File: config.mk
export PLATFORM = sky130hd
export DESIGN_NAME = spi_port
export DESIGN_NICKNAME = d
export VERILOG_FILES = /design/src/rtl/spi_pkg.sv /design/src/rtl/baud_div.sv /design/src/rtl/spi_port.sv
export SDC_FILE = /design/constraint.sdc
export NUM_CORES = 1
export LEC_CHECK = 0
export BUFFER_PORTS_ARGS = -buffer_cell sky130_fd_sc_hd__buf_2
export CORE_ASPECT_RATIO = 1.2
export CORE_UTILIZATION = 35
export CTS_BUF_LIST = sky130_fd_sc_hd__clkbuf_2
export DETAILED_ROUTE_END_ITERATION = 7
export SKIP_LAST_GASP = 1
export SYNTH_ARGS = -nofsm -noshare
export SYNTH_HDL_FRONTEND = slang
export SYNTH_HIERARCHICAL = 1
export SYNTH_SLANG_ARGS = --single-unit
File: constraint.sdc
create_clock -name clk -period 4.25 [get_ports clk]
set_input_delay 0.2125 -clock clk [delete_from_list [all_inputs] [get_ports clk]]
set_output_delay 0.2125 -clock clk [all_outputs]
set_load 0.1 [all_outputs]
File: src/rtl/spi_pkg.sv
// Purpose: Shared constants and types for the serial port block
// Assumes: Avalon-MM slave with 32-bit data and byte addresses
// Notes:   Only the phase-zero format with idle-low clock is built
//
// Functional notes
// - All divider bits clear divides by two
// - Divisor is (prescale+1) times 2^(rate+1)
// - Prescale multiplies rate divisor for odd ratios
// - Divider runs only during controller transfers
// - Auto select low in transfer, high idle
// - Auto select needs controller, both enables
// - Auto select disables mode fault detection
// - Single wire uses MOSI controller, MISO peripheral
// - Single-wire direction bit; pin feeds shifter
// - Clock out in controller, in otherwise
// - Select low in controller sets fault
// - No fault without enable or in peripheral
// - Fault forces peripheral, outputs off, abort
// - Fault in single wire clears out enable
// - After fault in single wire MISO becomes the data pin
// - Status read then control write clears fault
// - System enable clear holds core idle
// - Stop-in-wait clear keeps normal operation
// - Controller freezes in wait, resumes after
// - Peripheral keeps shifting during wait
// - Peripheral done and copy deferred past wait
// - Deferred done only for transfers ending in wait
// - Done flag half clock after last edge in controller, later at divide-by-two; at last edge in peripheral
// - Phase zero: sixteen edges, odd latch, even shift

package spi_pkg;

  // ----------------------------------------------------------------
  // Register map
  // ----------------------------------------------------------------
  localparam logic [4:0] OFS_CTRL1  = 5'h00;
  localparam logic [4:0] OFS_CTRL2  = 5'h04;
  localparam logic [4:0] OFS_BAUD   = 5'h08;
  localparam logic [4:0] OFS_STATUS = 5'h0C;
  localparam logic [4:0] OFS_DATA   = 5'h10;

  // ----------------------------------------------------------------
  // Field positions
  // ----------------------------------------------------------------
  localparam int C1_ENABLE      = 6;
  localparam int C1_CONTROLLER  = 4;
  localparam int C1_SELECT_OUT  = 1;
  localparam int C2_FAULT_DET   = 4;
  localparam int C2_SW_OUT_EN   = 3;
  localparam int C2_STOP_WAIT   = 1;
  localparam int C2_SW_SELECT   = 0;
  localparam int BAUD_PRE_LSB   = 4;
  localparam int BAUD_RATE_LSB  = 0;
  localparam int SR_DONE        = 7;
  localparam int SR_TX_EMPTY    = 5;
  localparam int SR_FAULT       = 4;

  // ----------------------------------------------------------------
  // Reset values and counts
  // ----------------------------------------------------------------
  localparam logic       BIT_RST      = 1'b0;
  localparam logic [2:0] PRESCALE_RST = 3'h0;
  localparam logic [2:0] RATE_RST     = 3'h0;
  localparam logic [7:0] DATA_RST     = 8'h00;
  localparam logic [4:0] EDGE_RST     = 5'h00;
  localparam logic [4:0] LAST_EDGE    = 5'h0F;

  // ----------------------------------------------------------------
  // Types
  // ----------------------------------------------------------------
  typedef enum logic [3:0] {
    ST_IDLE  = 4'h1,
    ST_LEAD  = 4'h2,
    ST_RUN   = 4'h4,
    ST_TRAIL = 4'h8
  } xfer_state_e;

  typedef struct packed {
    logic sck;
    logic ss_n;
    logic mosi;
    logic miso;
  } pin_in_s;

  typedef struct packed {
    logic sck;
    logic sck_oe;
    logic mosi;
    logic mosi_oe;
    logic miso;
    logic miso_oe;
    logic ss_n;
    logic ss_n_oe;
  } pin_out_s;

endpackage : spi_pkg

File: src/rtl/baud_div.sv
// Purpose: Half-period tick generator for the serial clock
// Assumes: Tick marks one serial clock edge
// Notes:   Counter is held at zero whenever run is low

`timescale 1ns/1ps

module baud_div (
  // Clock and reset
  input  wire logic       clk,
  input  wire logic       reset_n,
  // Control
  input  wire logic       run,
  input  wire logic [2:0] prescale,
  input  wire logic [2:0] rate,
  // Edge tick
  output logic            tick
);

  logic [10:0] half;
  logic [10:0] cnt_q;

  assign half = ({8'h00, prescale} + 11'h001) << rate;
  assign tick = run && (cnt_q == half - 11'h001);

  always_ff @(posedge clk) begin
    if (!reset_n || !run || tick) begin
      cnt_q <= 11'h000;
    end else begin
      cnt_q <= cnt_q + 11'h001;
    end
  end

  // ----------------------------------------------------------------
  // Checks
  // ----------------------------------------------------------------
  chk_div_by_two: assert property (@(posedge clk) disable iff (!reset_n)
    (run && prescale == 3'h0 && rate == 3'h0) |-> tick)
    else $error("default divider does not tick every cycle");

  chk_div_spacing: assert property (@(posedge clk) disable iff (!reset_n)
    (run && tick && half != 11'h001) |=> !tick)
    else $error("divider ticks too close together");

  chk_div_held: assert property (@(posedge clk) disable iff (!reset_n)
    (!run) |=> (cnt_q == 11'h000))
    else $error("divider counts while not running");

endmodule : baud_div

File: src/rtl/spi_port.sv
// Purpose: Serial port core with Avalon-MM register slave
// Assumes: Pins and cpu_wait enter as listed; pins are resolved outside
// Notes:   One-cycle waitrequest answer; phase-zero format, idle-low clock

`timescale 1ns/1ps

module spi_port (
  // Clock and reset
  input  wire logic              clk,
  input  wire logic              reset_n,
  // Avalon-MM slave
  input  wire logic [4:0]        address,
  input  wire logic              read,
  input  wire logic              write,
  input  wire logic [31:0]       writedata,
  output logic [31:0]            readdata,
  output logic                   waitrequest,
  // Processor wait state
  input  wire logic              cpu_wait,
  // Serial pins
  input  wire spi_pkg::pin_in_s  pins_in,
  output spi_pkg::pin_out_s      pins
);

  // ----------------------------------------------------------------
  // Declarations
  // ----------------------------------------------------------------
  logic                 en_q, ctrl_q, sso_q;
  logic                 mfen_q, swoe_q, siw_q, sws_q;
  logic [2:0]           prescale_q, rate_q;
  logic                 fault_q, fault_seen_q, done_q, done_seen_q;
  logic                 tx_full_q, pend_q;
  logic [7:0]           tx_buf_q, rx_buf_q, sreg_q;
  logic                 latch_q, sck_q;
  logic [4:0]           cnt_q;
  spi_pkg::xfer_state_e st_q;
  spi_pkg::pin_in_s     sync1_q, in_s;
  logic                 sck_prev_q, ss_prev_q;
  logic                 wr_go, rd_go;
  logic                 wr_c1, wr_c2, wr_baud, wr_data, rd_status, rd_data;
  logic [31:0]          rd_val;
  logic                 frz, run_ctl, tick, start, c_edge, c_latch, c_shift;
  logic                 c_done, p_sel, ss_fall, p_rise, p_fall, p_done;
  logic                 fault_set, done_set, din;
  logic [2:0]           lat_dly_q;
  logic [7:0]           crx_q;
  spi_pkg::pin_out_s    pins_d;

  // ----------------------------------------------------------------
  // Pin synchronisers
  // ----------------------------------------------------------------
  always_ff @(posedge clk) begin
    if (!reset_n) begin
      sync1_q <= '{sck: 1'b0, ss_n: 1'b1, mosi: 1'b0, miso: 1'b0};
      in_s    <= '{sck: 1'b0, ss_n: 1'b1, mosi: 1'b0, miso: 1'b0};
    end else begin
      sync1_q <= pins_in;
      in_s    <= sync1_q;
    end
  end

  always_ff @(posedge clk) begin
    if (!reset_n) begin
      sck_prev_q <= 1'b0;
      ss_prev_q  <= 1'b1;
    end else begin
      sck_prev_q <= in_s.sck;
      ss_prev_q  <= in_s.ss_n;
    end
  end

  // ----------------------------------------------------------------
  // Avalon-MM slave
  // ----------------------------------------------------------------
  assign wr_go = write && !waitrequest;
  assign rd_go = read && !waitrequest;

  always_comb begin
    wr_c1     = 1'b0;
    wr_c2     = 1'b0;
    wr_baud   = 1'b0;
    wr_data   = 1'b0;
    rd_status = 1'b0;
    rd_data   = 1'b0;
    if (address == spi_pkg::OFS_CTRL1) begin
      wr_c1 = wr_go;
    end else if (address == spi_pkg::OFS_CTRL2) begin
      wr_c2 = wr_go;
    end else if (address == spi_pkg::OFS_BAUD) begin
      wr_baud = wr_go;
    end else if (address == spi_pkg::OFS_STATUS) begin
      rd_status = rd_go;
    end else if (address == spi_pkg::OFS_DATA) begin
      wr_data = wr_go;
      rd_data = rd_go;
    end
  end

  always_comb begin
    rd_val = 32'h0000_0000;
    if (address == spi_pkg::OFS_CTRL1) begin
      rd_val[spi_pkg::C1_ENABLE]     = en_q;
      rd_val[spi_pkg::C1_CONTROLLER] = ctrl_q;
      rd_val[spi_pkg::C1_SELECT_OUT] = sso_q;
    end else if (address == spi_pkg::OFS_CTRL2) begin
      rd_val[spi_pkg::C2_FAULT_DET] = mfen_q;
      rd_val[spi_pkg::C2_SW_OUT_EN] = swoe_q;
      rd_val[spi_pkg::C2_STOP_WAIT] = siw_q;
      rd_val[spi_pkg::C2_SW_SELECT] = sws_q;
    end else if (address == spi_pkg::OFS_BAUD) begin
      rd_val[spi_pkg::BAUD_PRE_LSB +: 3]  = prescale_q;
      rd_val[spi_pkg::BAUD_RATE_LSB +: 3] = rate_q;
    end else if (address == spi_pkg::OFS_STATUS) begin
      rd_val[spi_pkg::SR_DONE]     = done_q;
      rd_val[spi_pkg::SR_TX_EMPTY] = !tx_full_q;
      rd_val[spi_pkg::SR_FAULT]    = fault_q;
    end else if (address == spi_pkg::OFS_DATA) begin
      rd_val[7:0] = rx_buf_q;
    end
  end

  // Answer one cycle after the request is seen
  always_ff @(posedge clk) begin
    if (!reset_n) begin
      waitrequest <= 1'b1;
      readdata    <= 32'h0000_0000;
    end else begin
      waitrequest <= !((read || write) && waitrequest);
      if (read && waitrequest) begin
        readdata <= rd_val;
      end
    end
  end

  // ----------------------------------------------------------------
  // Control registers
  // ----------------------------------------------------------------
  always_ff @(posedge clk) begin
    if (!reset_n) begin
      en_q   <= spi_pkg::BIT_RST;
      ctrl_q <= spi_pkg::BIT_RST;
      sso_q  <= spi_pkg::BIT_RST;
    end else begin
      if (wr_c1) begin
        en_q   <= writedata[spi_pkg::C1_ENABLE];
        ctrl_q <= writedata[spi_pkg::C1_CONTROLLER];
        sso_q  <= writedata[spi_pkg::C1_SELECT_OUT];
      end
      if (fault_set) begin
        ctrl_q <= 1'b0;
      end
    end
  end

  always_ff @(posedge clk) begin
    if (!reset_n) begin
      mfen_q <= spi_pkg::BIT_RST;
      swoe_q <= spi_pkg::BIT_RST;
      siw_q  <= spi_pkg::BIT_RST;
      sws_q  <= spi_pkg::BIT_RST;
    end else begin
      if (wr_c2) begin
        mfen_q <= writedata[spi_pkg::C2_FAULT_DET];
        swoe_q <= writedata[spi_pkg::C2_SW_OUT_EN];
        siw_q  <= writedata[spi_pkg::C2_STOP_WAIT];
        sws_q  <= writedata[spi_pkg::C2_SW_SELECT];
      end
      if (fault_set && sws_q) begin
        swoe_q <= 1'b0;
      end
    end
  end

  always_ff @(posedge clk) begin
    if (!reset_n) begin
      prescale_q <= spi_pkg::PRESCALE_RST;
      rate_q     <= spi_pkg::RATE_RST;
    end else if (wr_baud) begin
      prescale_q <= writedata[spi_pkg::BAUD_PRE_LSB +: 3];
      rate_q     <= writedata[spi_pkg::BAUD_RATE_LSB +: 3];
    end
  end

  always_ff @(posedge clk) begin
    if (!reset_n) begin
      tx_buf_q  <= spi_pkg::DATA_RST;
      tx_full_q <= spi_pkg::BIT_RST;
    end else begin
      if (wr_data) begin
        tx_buf_q <= writedata[7:0];
      end
      if (wr_data) begin
        tx_full_q <= 1'b1;
      end else if (start || ss_fall) begin
        tx_full_q <= 1'b0;
      end
    end
  end

  // ----------------------------------------------------------------
  // Mode fault
  // ----------------------------------------------------------------
  // fault only in detecting controller
  assign fault_set = en_q && ctrl_q && mfen_q && !sso_q && !in_s.ss_n;

  // read then write clears, a new fault wins
  always_ff @(posedge clk) begin
    if (!reset_n) begin
      fault_q      <= spi_pkg::BIT_RST;
      fault_seen_q <= spi_pkg::BIT_RST;
    end else begin
      if (fault_set) begin
        fault_q <= 1'b1;
      end else if (wr_c1 && fault_seen_q) begin
        fault_q <= 1'b0;
      end
      if (rd_status && fault_q) begin
        fault_seen_q <= 1'b1;
      end else if (wr_c1 || !fault_q) begin
        fault_seen_q <= 1'b0;
      end
    end
  end

  // ----------------------------------------------------------------
  // Controller sequencing
  // ----------------------------------------------------------------
  // freeze only with stop-in-wait
  assign frz     = siw_q && cpu_wait;
  // divider gated to active controller transfers
  assign run_ctl = en_q && ctrl_q && (st_q != spi_pkg::ST_IDLE) && !frz;
  assign start   = en_q && ctrl_q && !fault_q && tx_full_q && (st_q == spi_pkg::ST_IDLE);
  assign c_edge  = (st_q == spi_pkg::ST_RUN) && tick;
  // odd edges latch, even edges shift
  assign c_latch = c_edge && !cnt_q[0];
  assign c_shift = c_edge && cnt_q[0];
  assign c_done  = (st_q == spi_pkg::ST_TRAIL) && tick && (lat_dly_q == 3'h0);

  baud_div u_div (
    .clk      (clk),
    .reset_n  (reset_n),
    .run      (run_ctl),
    .prescale (prescale_q),
    .rate     (rate_q),
    .tick     (tick)
  );

  always_ff @(posedge clk) begin
    if (!reset_n) begin
      st_q  <= spi_pkg::ST_IDLE;
      sck_q <= 1'b0;
    end else if (fault_set || !en_q) begin
      st_q  <= spi_pkg::ST_IDLE;
      sck_q <= 1'b0;
    end else begin
      case (st_q)
        spi_pkg::ST_IDLE: begin
          if (start) begin
            st_q <= spi_pkg::ST_LEAD;
          end
        end
        spi_pkg::ST_LEAD: begin
          if (tick) begin
            st_q <= spi_pkg::ST_RUN;
          end
        end
        spi_pkg::ST_RUN: begin
          if (tick) begin
            sck_q <= !sck_q;
            if (cnt_q == spi_pkg::LAST_EDGE) begin
              st_q <= spi_pkg::ST_TRAIL;
            end
          end
        end
        spi_pkg::ST_TRAIL: begin
          // done half a period after last edge
          // Limitation: at divide-by-two it also waits for the late sample
          if (c_done) begin
            st_q <= spi_pkg::ST_IDLE;
          end
        end
        default: begin
          st_q <= spi_pkg::ST_IDLE;
        end
      endcase
    end
  end

  // ----------------------------------------------------------------
  // Peripheral edges and shifter
  // ----------------------------------------------------------------
  assign p_sel   = en_q && !ctrl_q && !in_s.ss_n;
  assign ss_fall = en_q && !ctrl_q && ss_prev_q && !in_s.ss_n;
  assign p_rise  = p_sel && !sck_prev_q && in_s.sck;
  assign p_fall  = p_sel && sck_prev_q && !in_s.sck;
  assign p_done  = p_fall && (cnt_q == spi_pkg::LAST_EDGE);

  // data pin follows role and wire mode
  assign din = ctrl_q ? (sws_q ? in_s.mosi : in_s.miso)
                      : (sws_q ? in_s.miso : in_s.mosi);

  // peripheral shifting continues in wait; reselect sends buffer
  always_ff @(posedge clk) begin
    if (!reset_n) begin
      sreg_q  <= spi_pkg::DATA_RST;
      latch_q <= 1'b0;
      cnt_q   <= spi_pkg::EDGE_RST;
    end else if (start || ss_fall) begin
      sreg_q <= tx_buf_q;
      cnt_q  <= spi_pkg::EDGE_RST;
    end else if (c_latch || p_rise) begin
      latch_q <= din;
      cnt_q   <= cnt_q + 5'h01;
    end else if (c_shift || p_fall) begin
      sreg_q <= {sreg_q[6:0], latch_q};
      cnt_q  <= p_done ? spi_pkg::EDGE_RST : cnt_q + 5'h01;
    end
  end

  // ----------------------------------------------------------------
  // Transfer completion
  // ----------------------------------------------------------------
  // controller samples three cycles late
  // Pin register plus synchroniser delay the far side's answer
  always_ff @(posedge clk) begin
    if (!reset_n) begin
      lat_dly_q <= 3'h0;
      crx_q     <= spi_pkg::DATA_RST;
    end else begin
      lat_dly_q <= {lat_dly_q[1:0], c_latch};
      if (lat_dly_q[2]) begin
        crx_q <= {crx_q[6:0], din};
      end
    end
  end

  // only a completion inside wait is deferred
  always_ff @(posedge clk) begin
    if (!reset_n) begin
      pend_q <= spi_pkg::BIT_RST;
    end else if (p_done && frz) begin
      pend_q <= 1'b1;
    end else if (!frz) begin
      pend_q <= 1'b0;
    end
  end

  assign done_set = c_done || (p_done && !frz) || (pend_q && !frz);

  always_ff @(posedge clk) begin
    if (!reset_n) begin
      rx_buf_q <= spi_pkg::DATA_RST;
    end else if (c_done) begin
      rx_buf_q <= crx_q;
    end else if (p_done && !frz) begin
      // Final bit enters the shifter at this same edge
      rx_buf_q <= {sreg_q[6:0], latch_q};
    end else if (pend_q && !frz) begin
      rx_buf_q <= sreg_q;
    end
  end

  // Set beats a clear arriving in the same cycle
  always_ff @(posedge clk) begin
    if (!reset_n) begin
      done_q      <= spi_pkg::BIT_RST;
      done_seen_q <= spi_pkg::BIT_RST;
    end else begin
      if (done_set) begin
        done_q <= 1'b1;
      end else if (rd_data && done_seen_q) begin
        done_q <= 1'b0;
      end
      if (rd_status && done_q) begin
        done_seen_q <= 1'b1;
      end else if (rd_data || !done_q) begin
        done_seen_q <= 1'b0;
      end
    end
  end

  // ----------------------------------------------------------------
  // Pin drivers
  // ----------------------------------------------------------------
  always_comb begin
    pins_d.sck     = sck_q;
    pins_d.sck_oe  = en_q && ctrl_q;
    pins_d.mosi    = sreg_q[7];
    pins_d.mosi_oe = en_q && ctrl_q && (!sws_q || swoe_q);
    pins_d.miso    = sreg_q[7];
    // peripheral output buffer off after a fault
    pins_d.miso_oe = p_sel && !fault_q && (!sws_q || swoe_q);
    pins_d.ss_n    = (st_q == spi_pkg::ST_IDLE);
    pins_d.ss_n_oe = en_q && ctrl_q && sso_q && mfen_q;
  end

  always_ff @(posedge clk) begin
    if (!reset_n) begin
      pins <= '{sck: 1'b0, sck_oe: 1'b0, mosi: 1'b0, mosi_oe: 1'b0,
                miso: 1'b0, miso_oe: 1'b0, ss_n: 1'b1, ss_n_oe: 1'b0};
    end else begin
      pins <= pins_d;
    end
  end

  // ----------------------------------------------------------------
  // Checks
  // ----------------------------------------------------------------
  chk_select_low_busy: assert property (@(posedge clk) disable iff (!reset_n)
    ($past(st_q != spi_pkg::ST_IDLE) && pins.ss_n_oe) |-> !pins.ss_n)
    else $error("select not low during transfer");

  chk_select_out_gate: assert property (@(posedge clk) disable iff (!reset_n)
    pins.ss_n_oe |-> $past(ctrl_q && sso_q && mfen_q))
    else $error("select driven without both enables");

  chk_fault_sets: assert property (@(posedge clk) disable iff (!reset_n)
    fault_set |=> (fault_q && !ctrl_q))
    else $error("select low did not raise fault");

  chk_fault_quiet: assert property (@(posedge clk) disable iff (!reset_n)
    (!fault_q && (!mfen_q || !ctrl_q)) |=> !fault_q)
    else $error("fault raised while detection is off");

  chk_fault_outputs: assert property (@(posedge clk) disable iff (!reset_n)
    $rose(fault_q) |-> ##1 (!pins.sck_oe && !pins.mosi_oe && !pins.miso_oe))
    else $error("outputs still driven after fault");

  chk_fault_clear: assert property (@(posedge clk) disable iff (!reset_n)
    (wr_c1 && fault_seen_q && !fault_set) |=> !fault_q)
    else $error("fault not cleared by read then write");

  chk_wait_defer: assert property (@(posedge clk) disable iff (!reset_n)
    (p_done && frz && !done_q) |=> (!done_q && pend_q))
    else $error("done raised inside wait");

  chk_sixteen_edges: assert property (@(posedge clk) disable iff (!reset_n)
    (st_q == spi_pkg::ST_TRAIL) |-> (cnt_q == 5'h10))
    else $error("controller transfer did not span sixteen edges");

  cov_ctrl_done: cover property (@(posedge clk) disable iff (!reset_n) c_done);
  cov_fault:     cover property (@(posedge clk) disable iff (!reset_n) $rose(fault_q));
  cov_deferred:  cover property (@(posedge clk) disable iff (!reset_n) pend_q && !frz);

endmodule : spi_port

==> load_flow_metrics.sql <==
INSERT INTO impl_metrics (metric_group, metric, value, unit) VALUES
('run_status', 'outcome', 'completed', ''),
('synth', 'synth.most_common_cell', 'sky130_fd_sc_hd__dfxtp_1', ''),
('critical_path', 'worstPathRequired', '4760', 'ps'),
('global_routing', 'grt_overflow_total', '0', ''),
('floorplanning', 'initial_core_util', '35.8', '%'),
('critical_path', 'critical-path-slowest-cell', 'sky130_fd_sc_hd__or4_4', ''),
('global_routing', 'grt_start_max_net_pins', '47', ''),
('flow_run', 'max-cap-violations', '0', ''),
('critical_path', 'crit_path_start', 'prescale_q[0]', ''),
('final_layout', 'final_nets', '742', ''),
('floorplanning', 'core', '0.0156', 'mm^2'),
('floorplanning', 'fp.dieW', '117', 'um'),
('clock_tree', 'cts_made_buffers', '9', ''),
('synth', 'netlist_top_cells_area', 'sky130_fd_sc_hd__dfxtp_1 36%, sky130_fd_sc_hd__mux2i_1 5.5%, sky130_fd_sc_hd__buf_4 3.8%', ''),
('clock_tree', 'clock_sink_count', '102', ''),
('sta', 'finClkSkew', '47.5', 'ps'),
('critical_path', 'worst-r2r-cell-count', '13', ''),
('critical_path', 'cp.depth', '13', ''),
('critical_path', 'critical_path_buf_inv_count', '1', ''),
('synth', 'synth.ff_latch_count', '102', ''),
('detailed_routing', 'final_routed_wirelength_across_all_metal_layers', '14.7', 'mm'),
('floorplanning', 'boundaryPins', '87', ''),
('sta', 'maxSlewViolCount', '0', ''),
('global_routing', 'gr-usage-met2', '32.5', '%'),
('sta', 'hold-worst-slack', '87.6', 'ps'),
('final_layout', 'final_area', '0.00620', 'mm^2'),
('synth', 'synthFlopType', 'sky130_fd_sc_hd__dfxtp_1', ''),
('place', 'placement.cell_area', '0.00586', 'mm^2'),
('detailed_routing', 'avgRoutedWirePerCell', '16.2', 'um'),
('place', 'dp_hpwl', '10.9', 'mm'),
('hold_path', 'hold_path_class', 'input port to register', ''),
('final_layout', 'post_route_cells_drive_above_1_share', '13.7', '%'),
('pwr', 'vdd_ir_drop_max', '0.122', 'mV'),
('global_routing', 'fraction_of_met1_tracks_used_by_global_routing', '21.2', '%'),
('synth', 'post_synth_inst_count', '650', ''),
('sta', 'worst_slew_pin_slew', '887', 'ps'),
('critical_path', 'crit-reg2reg-launch', 'prescale_q[0]', ''),
('synth', 'netlist-cell-type-count', '80', ''),
('place', 'portBuffers', '38', ''),
('detailed_routing', 'number_of_search_and_repair_iterations_in_the_first_detailed_routing_pass', '6', ''),
('clock_tree', 'root_buffer', 'sky130_fd_sc_hd__clkbuf_2', ''),
('sta', 'achievable-frequency', '251', 'MHz'),
('clock_tree', 'cts_max_level', '3', ''),
('synth', 'netlist_top_cells_count', '102 x sky130_fd_sc_hd__dfxtp_1, 45 x sky130_fd_sc_hd__nand2_1, 44 x sky130_fd_sc_hd__nor2_1', ''),
('final_layout', 'syn_to_final_growth', '10.7', '%'),
('floorplanning', 'die-area', '0.0165', 'mm^2'),
('detailed_routing', 'detailroute.via_count', '4918', ''),
('pwr', 'leakage', '2.15', 'nW'),
('sta', 'grt_setup_unrepaired', 'no', ''),
('detailed_routing', 'antenna_left', '0', ''),
('clock_tree', 'worst_skew_pair.late_latency', '610', 'ps'),
('critical_path', 'crit_type', 'register to register', ''),
('sta', 'totalNegativeSetupSlack', '0', 'ps'),
('sta', 'timing.slew.headroom', '40.7', '%'),
('synth', 'synth_edf_count', '0', ''),
('critical_path', 'crit_arrival', '4500', 'ps'),
('global_routing', 'first_global_vias', '4754', ''),
('global_routing', 'grt_busiest_layer', 'met2', ''),
('hold_path', 'hold-path-cell-count', '4', ''),
('critical_path', 'ordered_list_of_cells_on_the_worst_path', 'ha_1 > nand2b_1 > and2_1 > or3_1 > ha_1 > xor2_1 > nand3_1 > or4_4 > a2111oi_4 > buf_4 > nand3_1 > a311oi_1 > o22ai_1', ''),
('synth', 'synth.yosys.seq_area_share', '36.5', '%'),
('clock_tree', 'tritoncts', 'yes', ''),
('global_routing', 'gr-usage-all-layers', '18.0', '%'),
('sta', 'final_critical_path_setup_slack', '262', 'ps'),
('global_routing', 'first_pass_grt_wire_length', '23.9', 'mm'),
('synth', 'syn-mean-instance-area', '8.62', 'um^2'),
('critical_path', 'worst_setup_path_start_kind', 'register', ''),
('global_routing', 'use_met3', '3.07', '%'),
('critical_path', 'cpPeakStageDelay', '560', 'ps'),
('sta', 'final_hold_viol_count', '0', ''),
('synth', 'yosysWarnings', '6', '');
==> layout make-up <==
| class | count | area, um^2 |
|---|---|---|
| Fill cell | 1598 | 9440 |
| Multi-Input combinational cell | 486 | 3200 |
| Sequential cell | 102 | 2040 |
| Timing Repair Buffer | 70 | 480 |
| Tap cell | 208 | 260 |
| Clock inverter | 5 | 83.8 |
| Inverter | 22 | 82.6 |
| Clock buffer | 10 | 50.0 |
| Antenna cell | 1 | 2.50 |
==> cell usage in the layout, fill, tap and decap left out, types with 8 or more instances in the layout <==
cell	netlist	layout
sky130_fd_sc_hd__dfxtp_1	102	102
sky130_fd_sc_hd__nand2_1	45	45
sky130_fd_sc_hd__nor2_1	44	44
sky130_fd_sc_hd__nand3_1	42	42
sky130_fd_sc_hd__buf_2	5	38
sky130_fd_sc_hd__mux2i_1	31	31
sky130_fd_sc_hd__a21oi_1	30	30
sky130_fd_sc_hd__o21ai_0	26	26
sky130_fd_sc_hd__conb_1	1	24
sky130_fd_sc_hd__inv_1	21	21
sky130_fd_sc_hd__dlygate4sd3_1	0	20
sky130_fd_sc_hd__and2_1	16	16
sky130_fd_sc_hd__xor2_1	16	16
sky130_fd_sc_hd__xnor2_1	15	15
sky130_fd_sc_hd__o211ai_1	14	14
sky130_fd_sc_hd__nor3_1	12	12
sky130_fd_sc_hd__nand2b_1	12	12
sky130_fd_sc_hd__buf_4	28	12
sky130_fd_sc_hd__and3_1	11	11
sky130_fd_sc_hd__nor3_2	10	10
sky130_fd_sc_hd__a311oi_1	10	10
sky130_fd_sc_hd__o22ai_1	10	10
sky130_fd_sc_hd__clkbuf_2	0	10
sky130_fd_sc_hd__nand4_1	8	8
==> path summary, 6_finish.rpt <==
path / endpoint / slack [ps]
min reg2reg: in_s[2] / 440
max reg2reg: sreg_q[1] / 260
min: readdata[7] / 90
max: sreg_q[1] / 260
==> per-layer routing <==
layer / vias up / routed length [um]
li1: 2399 / -
met1: 2365 / 6200
met2: 125 / 7610
met3: 29 / 547
met4: 0 / 331
met5: - / 0
==> metrics by stage <==
stage / power [mW] / util, % / std cells
finish: 1.70 / 39.7 / 904
global placement: 1.17 / 37.4 / 868
detailed placement: 1.17 / 37.4 / 868
floorplan: 1.15 / - / 673
global route: 1.76 / 39.7 / 904
CTS: 1.71 / 39.6 / 903
==> state kept, by name, indices dropped and copies added (netlist names), 3 cells and up <==
signal       flops
crx_q            8
pins             7
prescale_q       3
sync1_q          4
readdata         8
st_q             4
sreg_q           8
rate_q           3
lat_dly_q        3
tx_buf_q         8
u_div/cnt_q     11
cnt_q            5
in_s             4
rx_buf_q         8
==> worst register-to-register path, cell delays in order, from the launching register on <==
cell and delay (ps):
sky130_fd_sc_hd__dfxtp_1 380, sky130_fd_sc_hd__ha_1 410, sky130_fd_sc_hd__nand2b_1 100, sky130_fd_sc_hd__and2_1 150, sky130_fd_sc_hd__or3_1 320, sky130_fd_sc_hd__ha_1 300
sky130_fd_sc_hd__xor2_1 140, sky130_fd_sc_hd__nand3_1 90, sky130_fd_sc_hd__or4_4 560, sky130_fd_sc_hd__a2111oi_4 240, sky130_fd_sc_hd__buf_4 330, sky130_fd_sc_hd__nand3_1 340
sky130_fd_sc_hd__a311oi_1 380, sky130_fd_sc_hd__o22ai_1 130
==> power by group <==
| group | leakage [nW] | total (mW) | switching [mW] | internal [mW] |
|---|---|---|---|---|
| sequential | 0.824 | 0.972 | 0.00537 | 0.967 |
| combinational | 1.25 | 0.193 | 0.158 | 0.0348 |
| clock | 0.0746 | 0.531 | 0.336 | 0.195 |
==> kinds of logic after synthesis <==
| family | count (synthesis) | share of synthesized area, % |
|---|---|---|
| and+or+nand+nor | 240 | 23.7 |
| AOI/OAI and AO/OA | 152 | 19.2 |
| DFF | 102 | 36.5 |
| buffers and inverters | 85 | 8.09 |
| muxes | 33 | 6.14 |
| xor gates and xnor gates | 32 | 5.14 |
| adders and majority gates | 5 | 1.12 |
| other | 1 | 0.0670 |
==> what timing repair did <==
item / in CTS / in global routing
gates resized for setup: 0 / 1
hold buffers: 20 / 0
hold endpoints to repair: 34 / 0
endpoints found under the setup margin: 0 / 1
No activity file was read; power rests on OpenSTA's default activity.
